<file path="config.mk">
export PLATFORM = sky130hd
export DESIGN_NAME = usi_regs
export DESIGN_NICKNAME = d
export VERILOG_FILES = /design/src/rtl/usi_pkg.sv /design/src/rtl/usi_regs.sv
export SDC_FILE = /design/constraint.sdc
export NUM_CORES = 1
export LEC_CHECK = 0
export BUFFER_PORTS_ARGS = -buffer_cell sky130_fd_sc_hd__buf_2
export CELL_PAD_IN_SITES_DETAIL_PLACEMENT = 1
export CELL_PAD_IN_SITES_GLOBAL_PLACEMENT = 2
export CORE_UTILIZATION = 39
export CTS_CLUSTER_SIZE = 28
export DETAILED_ROUTE_END_ITERATION = 8
export HOLD_SLACK_MARGIN = 0.1
export PLACE_DENSITY = 0.87
export SYNTH_ARGS = -nofsm -noshare
export SYNTH_HDL_FRONTEND = slang
export SYNTH_SLANG_ARGS = --single-unit
</file>
<file path="constraint.sdc">
create_clock -name CLK -period 3.3 [get_ports CLK]
set_clock_uncertainty 0.1 [all_clocks]
set_input_delay 0.33 -clock CLK [delete_from_list [all_inputs] [get_ports CLK]]
set_output_delay 0.33 -clock CLK [all_outputs]
set_load 0.1 [all_outputs]
</file>
<file path="src/rtl/usi_pkg.sv">
// Constants for the transmit status and interrupt register block
`default_nettype none
package usi_pkg;
	// Host port addresses: even writes, odd reads
	localparam logic [7:0] A_TX_STAT_RD = 8'h03;
	localparam logic [7:0] A_RX_EN_WR   = 8'h04;
	localparam logic [7:0] A_RX_EN_RD   = 8'h05;
	localparam logic [7:0] A_TX_EN_WR   = 8'h06;
	localparam logic [7:0] A_TX_EN_RD   = 8'h07;
	localparam logic [7:0] A_RX_FLG_WR  = 8'h08;
	localparam logic [7:0] A_RX_FLG_RD  = 8'h09;
	localparam logic [7:0] A_TX_FLG_WR  = 8'h0A;
	localparam logic [7:0] A_TX_FLG_RD  = 8'h0B;
	// Transmit status field positions
	localparam int B_BUSY  = 5;
	localparam int B_IDLE  = 4;
	localparam int B_OVF   = 3;
	localparam int B_FULL  = 2;
	localparam int B_AVAIL = 1;
	localparam int B_EMPTY = 0;
	// Implemented bits; reserved bits read zero
	localparam logic [7:0] RX_MASK = 8'hBF;
	localparam logic [7:0] TX_MASK = 8'h3F;
	// Reset values
	localparam logic [7:0] TX_STAT_RST = 8'h13;
	localparam logic [7:0] RX_COND_RST = 8'h11;
	localparam logic [7:0] EN_RST      = 8'h00;
	localparam logic [7:0] FLG_RST     = 8'h00;
	// Serial frame: address byte then data byte
	localparam logic [4:0] ADDR_BITS  = 5'h08;
	localparam logic [4:0] FRAME_BITS = 5'h10;
endpackage
`default_nettype wire

</file>
<file path="src/rtl/usi_regs.sv">
// Transmit status, interrupt enable and flag registers behind the serial host port
`default_nettype none
// Three-stage pin sampler; a change counts once stages two and three agree
module usi_sync #(
	parameter logic RST_VAL = 1'b0
) (
	// Clock, reset, enable
	input  wire logic CLK,
	input  wire logic RST_B,
	input  wire logic CE,
	// Pin and last accepted level
	input  wire logic PIN,
	input  wire logic HELD,
	// Filtered level for this cycle
	output var  logic LEVEL
);
	typedef struct packed {
		logic [2:0] stages;
	} usi_sync_s;

	usi_sync_s s_r;
	usi_sync_s s_nxt;

	// Shift the pin in; frozen while the enable is low
	always_comb begin
		s_nxt = s_r;
		if (CE) begin
			s_nxt.stages = {s_r.stages[1:0], PIN};
		end
	end

	// New level only when the last two stages agree
	always_comb begin
		if (s_r.stages[1] == s_r.stages[2]) begin
			LEVEL = s_r.stages[2];
		end else begin
			LEVEL = HELD;
		end
	end

	// Stage register
	always_ff @(posedge CLK or negedge RST_B) begin
		if (!RST_B) begin
			s_r <= '{stages: {3{RST_VAL}}};
		end else begin
			s_r <= s_nxt;
		end
	end
endmodule

module usi_regs
	import usi_pkg::*;
#(
	parameter int PTR_W = 3
) (
	// Clock, reset, enable
	input  wire logic             CLK,
	input  wire logic             RST_B,
	input  wire logic             CE,
	// Serial host port
	input  wire logic             CS_B,
	input  wire logic             SCLK,
	input  wire logic             DIN,
	output var  logic             DOUT,
	output var  logic             DOUT_OE,
	// Transmit datapath
	input  wire logic             TX_ACTIVE,
	input  wire logic [PTR_W-1:0] LOAD_QUEUE_POINTER,
	input  wire logic [PTR_W-1:0] XMIT_POINTER,
	input  wire logic             LOAD_ADVANCE,
	output var  logic             LOAD_OVERWRITE,
	// Receive conditions
	input  wire logic [7:0]       RX_COND,
	// Interrupt
	output var  logic             INT_B
);
	import usi_pkg::*;

	typedef struct packed {
		logic       cs_f;
		logic       din_f;
		logic       sclk_f;
		logic [4:0] cnt;
		logic [7:0] shift;
		logic [7:0] addr;
		logic [7:0] rd;
		logic       dout;
		logic       oe;
		logic       ovf;
		logic [7:0] tx_stat;
		logic [7:0] rx_prev;
		logic [7:0] rx_en;
		logic [7:0] tx_en;
		logic [7:0] rx_flg;
		logic [7:0] tx_flg;
		logic       int_b;
	} usi_state_s;

	localparam usi_state_s ST_RST = '{
		cs_f:    1'b1,
		tx_stat: TX_STAT_RST,
		rx_prev: RX_COND_RST,
		rx_en:   EN_RST,
		tx_en:   EN_RST,
		rx_flg:  FLG_RST,
		tx_flg:  FLG_RST,
		int_b:   1'b1,
		default: '0
	};

	usi_state_s s_r;
	usi_state_s s_nxt;

	// Host port pin samplers
	logic cs_lvl;
	logic sclk_lvl;
	logic din_lvl;

	// Chip select idles high
	usi_sync #(
		.RST_VAL (1'b1)
	) cs_sync (
		.CLK   (CLK),
		.RST_B (RST_B),
		.CE    (CE),
		.PIN   (CS_B),
		.HELD  (s_r.cs_f),
		.LEVEL (cs_lvl)
	);

	// Serial clock idles low
	usi_sync #(
		.RST_VAL (1'b0)
	) sclk_sync (
		.CLK   (CLK),
		.RST_B (RST_B),
		.CE    (CE),
		.PIN   (SCLK),
		.HELD  (s_r.sclk_f),
		.LEVEL (sclk_lvl)
	);

	// Serial data in
	usi_sync #(
		.RST_VAL (1'b0)
	) din_sync (
		.CLK   (CLK),
		.RST_B (RST_B),
		.CE    (CE),
		.PIN   (DIN),
		.HELD  (s_r.din_f),
		.LEVEL (din_lvl)
	);

	// Read multiplexer; unmapped addresses return zero
	function automatic logic [7:0] rd_mux(input logic [7:0] a, input usi_state_s s);
		logic [7:0] v;
		v = 8'h00;
		unique case (a)
			A_TX_STAT_RD: v = s.tx_stat & TX_MASK;
			A_RX_EN_RD:   v = s.rx_en & RX_MASK;
			A_TX_EN_RD:   v = s.tx_en & TX_MASK;
			A_RX_FLG_RD:  v = s.rx_flg & RX_MASK;
			A_TX_FLG_RD:  v = s.tx_flg & TX_MASK;
			default:      v = 8'h00;
		endcase
		return v;
	endfunction

	// Next-state logic
	always_comb begin
		logic       cs_n;
		logic       sclk_n;
		logic       rise;
		logic       fall;
		logic       din;
		logic [7:0] byte_in;
		logic       full;
		logic       empty;
		logic [7:0] stat;
		logic [7:0] rx_rise;
		logic [7:0] tx_rise;
		logic       wr;
		logic [7:0] rd_v;
		cs_n    = s_r.cs_f;
		sclk_n  = s_r.sclk_f;
		rise    = 1'b0;
		fall    = 1'b0;
		din     = din_lvl;
		rd_v    = 8'h00;
		byte_in = {s_r.shift[6:0], din};
		full    = 1'b0;
		empty   = 1'b0;
		stat    = 8'h00;
		rx_rise = 8'h00;
		tx_rise = 8'h00;
		wr      = 1'b0;
		s_nxt   = s_r;
		if (CE) begin
			// Filtered pin levels from the samplers
			cs_n        = cs_lvl;
			sclk_n      = sclk_lvl;
			s_nxt.din_f = din_lvl;
			rise = ~cs_n & sclk_n & ~s_r.sclk_f;
			fall = ~cs_n & ~sclk_n & s_r.sclk_f;
			s_nxt.cs_f   = cs_n;
			s_nxt.sclk_f = sclk_n;
			s_nxt.oe     = ~cs_n;

			// Frame bit counting and shifting
			if (cs_n) begin
				s_nxt.cnt = 5'h00;
			end else if (rise && s_r.cnt < FRAME_BITS) begin
				s_nxt.shift = byte_in;
				s_nxt.cnt   = s_r.cnt + 5'h01;
				if (s_r.cnt == ADDR_BITS - 5'h01) begin
					s_nxt.addr = byte_in;
					rd_v       = rd_mux(byte_in, s_r);
					s_nxt.rd   = rd_v;
					s_nxt.dout = rd_v[7];
				end
				if (s_r.cnt == FRAME_BITS - 5'h01 && !s_r.addr[0]) begin
					wr = 1'b1;
				end
			end else if (fall && s_r.cnt > ADDR_BITS && s_r.cnt < FRAME_BITS) begin
				s_nxt.rd   = {s_r.rd[6:0], 1'b0};
				s_nxt.dout = s_r.rd[6];
			end

			// Queue pointer comparisons
			full  = (LOAD_QUEUE_POINTER == XMIT_POINTER - PTR_W'(1));
			empty = (LOAD_QUEUE_POINTER == XMIT_POINTER);

			// Overflow set by a blocked advance, held until the queue is no longer full
			if (LOAD_ADVANCE && full) begin
				s_nxt.ovf = 1'b1;
			end else if (!full) begin
				s_nxt.ovf = 1'b0;
			end

			// Transmit status snapshot
			stat[B_BUSY]  = TX_ACTIVE;
			stat[B_IDLE]  = ~TX_ACTIVE;
			stat[B_OVF]   = s_r.ovf;
			stat[B_FULL]  = full;
			stat[B_AVAIL] = ~full;
			stat[B_EMPTY] = empty;
			s_nxt.tx_stat = stat;

			// Condition rises for flag latching
			rx_rise       = RX_COND & ~s_r.rx_prev & RX_MASK;
			tx_rise       = stat & ~s_r.tx_stat & TX_MASK;
			s_nxt.rx_prev = RX_COND;

			// Register writes; a rise in the same cycle wins over a clear
			s_nxt.rx_flg = s_r.rx_flg | rx_rise;
			s_nxt.tx_flg = s_r.tx_flg | tx_rise;
			if (wr) begin
				unique case (s_r.addr)
					A_RX_EN_WR:  s_nxt.rx_en  = byte_in & RX_MASK;
					A_TX_EN_WR:  s_nxt.tx_en  = byte_in & TX_MASK;
					A_RX_FLG_WR: s_nxt.rx_flg = (s_r.rx_flg & byte_in & RX_MASK) | rx_rise;
					A_TX_FLG_WR: s_nxt.tx_flg = (s_r.tx_flg & byte_in & TX_MASK) | tx_rise;
					default:     s_nxt.rx_en  = s_r.rx_en;
				endcase
			end

			// Interrupt request, active low
			s_nxt.int_b = ~|((s_nxt.rx_flg & s_nxt.rx_en) | (s_nxt.tx_flg & s_nxt.tx_en));
		end
	end

	// State register
	always_ff @(posedge CLK or negedge RST_B) begin
		if (!RST_B) begin
			s_r <= ST_RST;
		end else begin
			s_r <= s_nxt;
		end
	end

	// Outputs straight from flops
	assign DOUT           = s_r.dout;
	assign DOUT_OE        = s_r.oe;
	assign LOAD_OVERWRITE = s_r.ovf;
	assign INT_B          = s_r.int_b;
endmodule
`default_nettype wire

</file>
==> out/qor.csv <==
stage,metric,value,unit
sta,final slew viol count,0,
sta,RSZ-0062 raised after global routing,false,
layout,Nets,503,
power,total power,2890,µW
yosys,Ys Warns,0,
global_routing,GRT Total Usage,22.8,%
power,sequential power share,46.6,%
global_routing,initial antenna violation count,0,
power,Max rail drop VDD,334,µV
sta,Final setup viols,0,
flow_run,reported max-cap violation count,0,
detailed_routing,average wire per standard cell,19.7,µm
clock_tree,Clock Latency Late Sink,340,ps
clock_tree,post-CTS sizing,0,
global_routing,global-route wire length before repair,20.1,mm
critical_path,CP required,3450,ps
status,status,"finished, final reports clean",
power,P_leak,0.00217,µW
layout,layout overhead on the synthesized area,13.7,%
die,die width,108,µm
die,die height,108,µm
die,Starting Density,40.4,%
clock_tree,Clock H-tree levels,3,
layout,antenna diode count,0,
sta,slew margin rel.,26.3,%
sta,setup tns final,0,ps
min_path,worst hold path class,input pin to asynchronous set/reset pin,
yosys,"EDFF count, synth",0,
layout,share of post-route cells with drive strength above 1,20.1,%
detailed_routing,vias post-DR,3628,
yosys,Mapped Area,0.00442,mm²
die,area of the core,0.0109,mm²
yosys,Synth cell types,53,
place,GP Congestion,0.866,
power,internal power,1990,µW
global_routing,vias in the first global route,3648,
yosys,most common cell in the synthesized netlist,dfrtp_1,
clock_tree,clock transition at the registers of the reported paths,60,ps
place,Placed Cells,605,
sta,endpoints failing hold,0,
detailed_routing,final WL,12.3,mm
clock_tree,Hold Buf Count CTS,1,
sta,Worst Tran Pin Value,1110,ps
detailed_routing,Via density,5.83,
power,Cell Pwr Density,575,mW/mm²
clock_tree,clk buf depth,2,
global_routing,gr ovfl total,0,
critical_path,R2R Setup Slk,370,ps
critical_path,CP max FO,5,
yosys,register area share after synthesis,50.1,%
yosys,post-synth top area share,44.2,%
layout,Non-Filler Instances,622,
die,die area,0.0118,mm²
detailed_routing,Remaining DRCs,0,
power,P_sw,902,µW
clock_tree,CTS tree,done,
critical_path,reg2reg path depth,9,
detailed_routing,drt initial violations,197,
layout,Final Core Density,45.9,%
clock_tree,setup bufs post-CTS,0,
global_routing,largest net degree at the start of global routing,89,
yosys,Mapped Nets,476,
yosys,Post-synth ARST share,100,%
clock_tree,CTS Sinks,88,
power,switch share,31.2,%
yosys,Mean Syn Cell Area,9.81,µm²
place,Port Buffers,24,
critical_path,CP startpoint kind,flip-flop,
sta,final worst path period need,2930,ps
yosys,most used flip-flop cell after synthesis,dfrtp_1,
critical_path,critical path type,flip-flop to flip-flop,
die,row count,38,
yosys,"top cells by area, synth","dfrtp_1, mux2_2, o21ai_0, dfstp_2, nand2_1",
critical_path,Critical Path AT,3080,ps
clock_tree,CTS root buffer,clkbuf_16,
detailed_routing,ANT nets after route,0,
yosys,top cell type by total area after synthesis,dfrtp_1,
die,IO Count,26,
place,DP HPWL,8.65,mm
detailed_routing,router iterations before antenna repair,5,
yosys,"top cells by count, synth","dfrtp_1, nand2_1, o21ai_0",
sta,final worst path period share,88.8,%
sta,FMAX,0.341,GHz
clock_tree,Num CTS Buffers,9,
power,Comb power frac,17.2,%
yosys,Post-Syn Instances,450,
power,Clk pwr share,36.2,%
critical_path,CP endpoint kind,flip-flop,
yosys,post-synthesis register bit count,88,
[worst max-delay path, cell delays in order, from the launching register on]
cell      delay (ps)
dfrtp_1          410
ha_1             240
and3_1           180
ha_1             160
or3b_2           500
nor4_1           440
a311oi_1         200
a211oi_1         210
nand4_1          170
o41ai_2          230
[sequential cells by signal, indices dropped and copies added (netlist names)]
name	flops
DOUT	1
DOUT_OE	1
INT_B	1
LOAD_OVERWRITE	1
cs_sync.s_r	3
din_sync.s_r	3
s_r	75
sclk_sync.s_r	3
[path summary, 6_finish.rpt]
check / from / endpoint
min in group CLK: SCLK / sclk_sync.s_r[0]
worst max-delay path: s_r[76] / INT_B
worst min-delay path: RST_B / s_r[8]
worst max register to register: s_r[76] / INT_B
worst min register to register: DOUT_OE / DOUT_OE
max in group asynchronous: RST_B / s_r[76]
[stage by stage]
stage	hold WS, ps	setup slack, ps	area (µm²)
after global routing	111	93.4	5020
after detailed placement	368	386	4710
after CTS	107	361	5020
final	95.8	370	5020
after global placement	366	481	4710
after floorplan	-65.6	644	4420
[power groups by stage]
stage | Sequential, µW | Clock (µW) | Combinational [µW]
2_1_floorplan | 1320 | 0 | 328
3_3_place_gp | 1350 | 0 | 482
3_5_place_dp | 1360 | 0 | 500
4_1_cts | 1340 | 1070 | 503
5_1_grt | 1360 | 1120 | 549
6_report | 1340 | 1050 | 497
[cells in the final DEF (no fill, tap or decap), types with 2 or more instances in the layout]
cell       netlist  final
nor3_1           4      4
nand3_1         11     11
ha_1             4      4
and3_1           2      2
or2_2            2      2
a221o_1          7      7
a222oi_1         5      5
dfrtp_1         78     78
o21a_1           2      2
and2_1           6      6
nor2b_1         11     11
a21oi_1          9      9
xor2_1           4      4
nand2_1         70     70
a22oi_1          9      9
clkbuf_1        14      2
o211ai_1         3      3
inv_1           14     14
nand3b_1         3      3
nor4_1           7      7
buf_4            0     12
nand2b_1         3      3
o31a_1           4      4
clkbuf_16        0      9
o21ai_0         53     53
clkbuf_8         0      2
buf_2            5     23
a311oi_1         2      2
a21o_1           8      8
mux2_2          27     27
o221ai_1         4      4
or4_1            2      2
a31oi_1          8      8
dfstp_2         10     10
nor2_1          32     32
a22o_1           4      4
nand4_1          4      4
[per-layer routing]
layer | part of all wire (%) | up-vias | global-route usage, %
met4 | 2.0 | 0 | 8.69
met2 | 46 | 92 | 35.5
met3 | 5.2 | 17 | 4.46
met1 | 47 | 1839 | 31.4
met5 | 0 | - | 0
li1 | - | 1680 | -
[cell families (layout without fill, tap and decap cells)]
group           Yosys count  count (layout)  share of synthesized area [%]
compound gates          125             125                           19.0
flops                    88              88                           50.1
simple gates            164             164                           17.8
mux                      27              27                           6.88
fa+ha+maj                 6               6                           1.61
xor+xnor                  5               5                           1.30
buf+inv                  35              67                           3.29
[final cells by class]
cell class | count | area (µm²)
multi-input cells | 327 | 2060
inverters | 15 | 56.3
clock inverters | 3 | 42.5
repair buffers | 36 | 215
flip-flops and latches | 88 | 2210
fillers | 1248 | 5910
well taps | 140 | 175
clock buffers | 13 | 260
(Power assumes the default switching activity.)
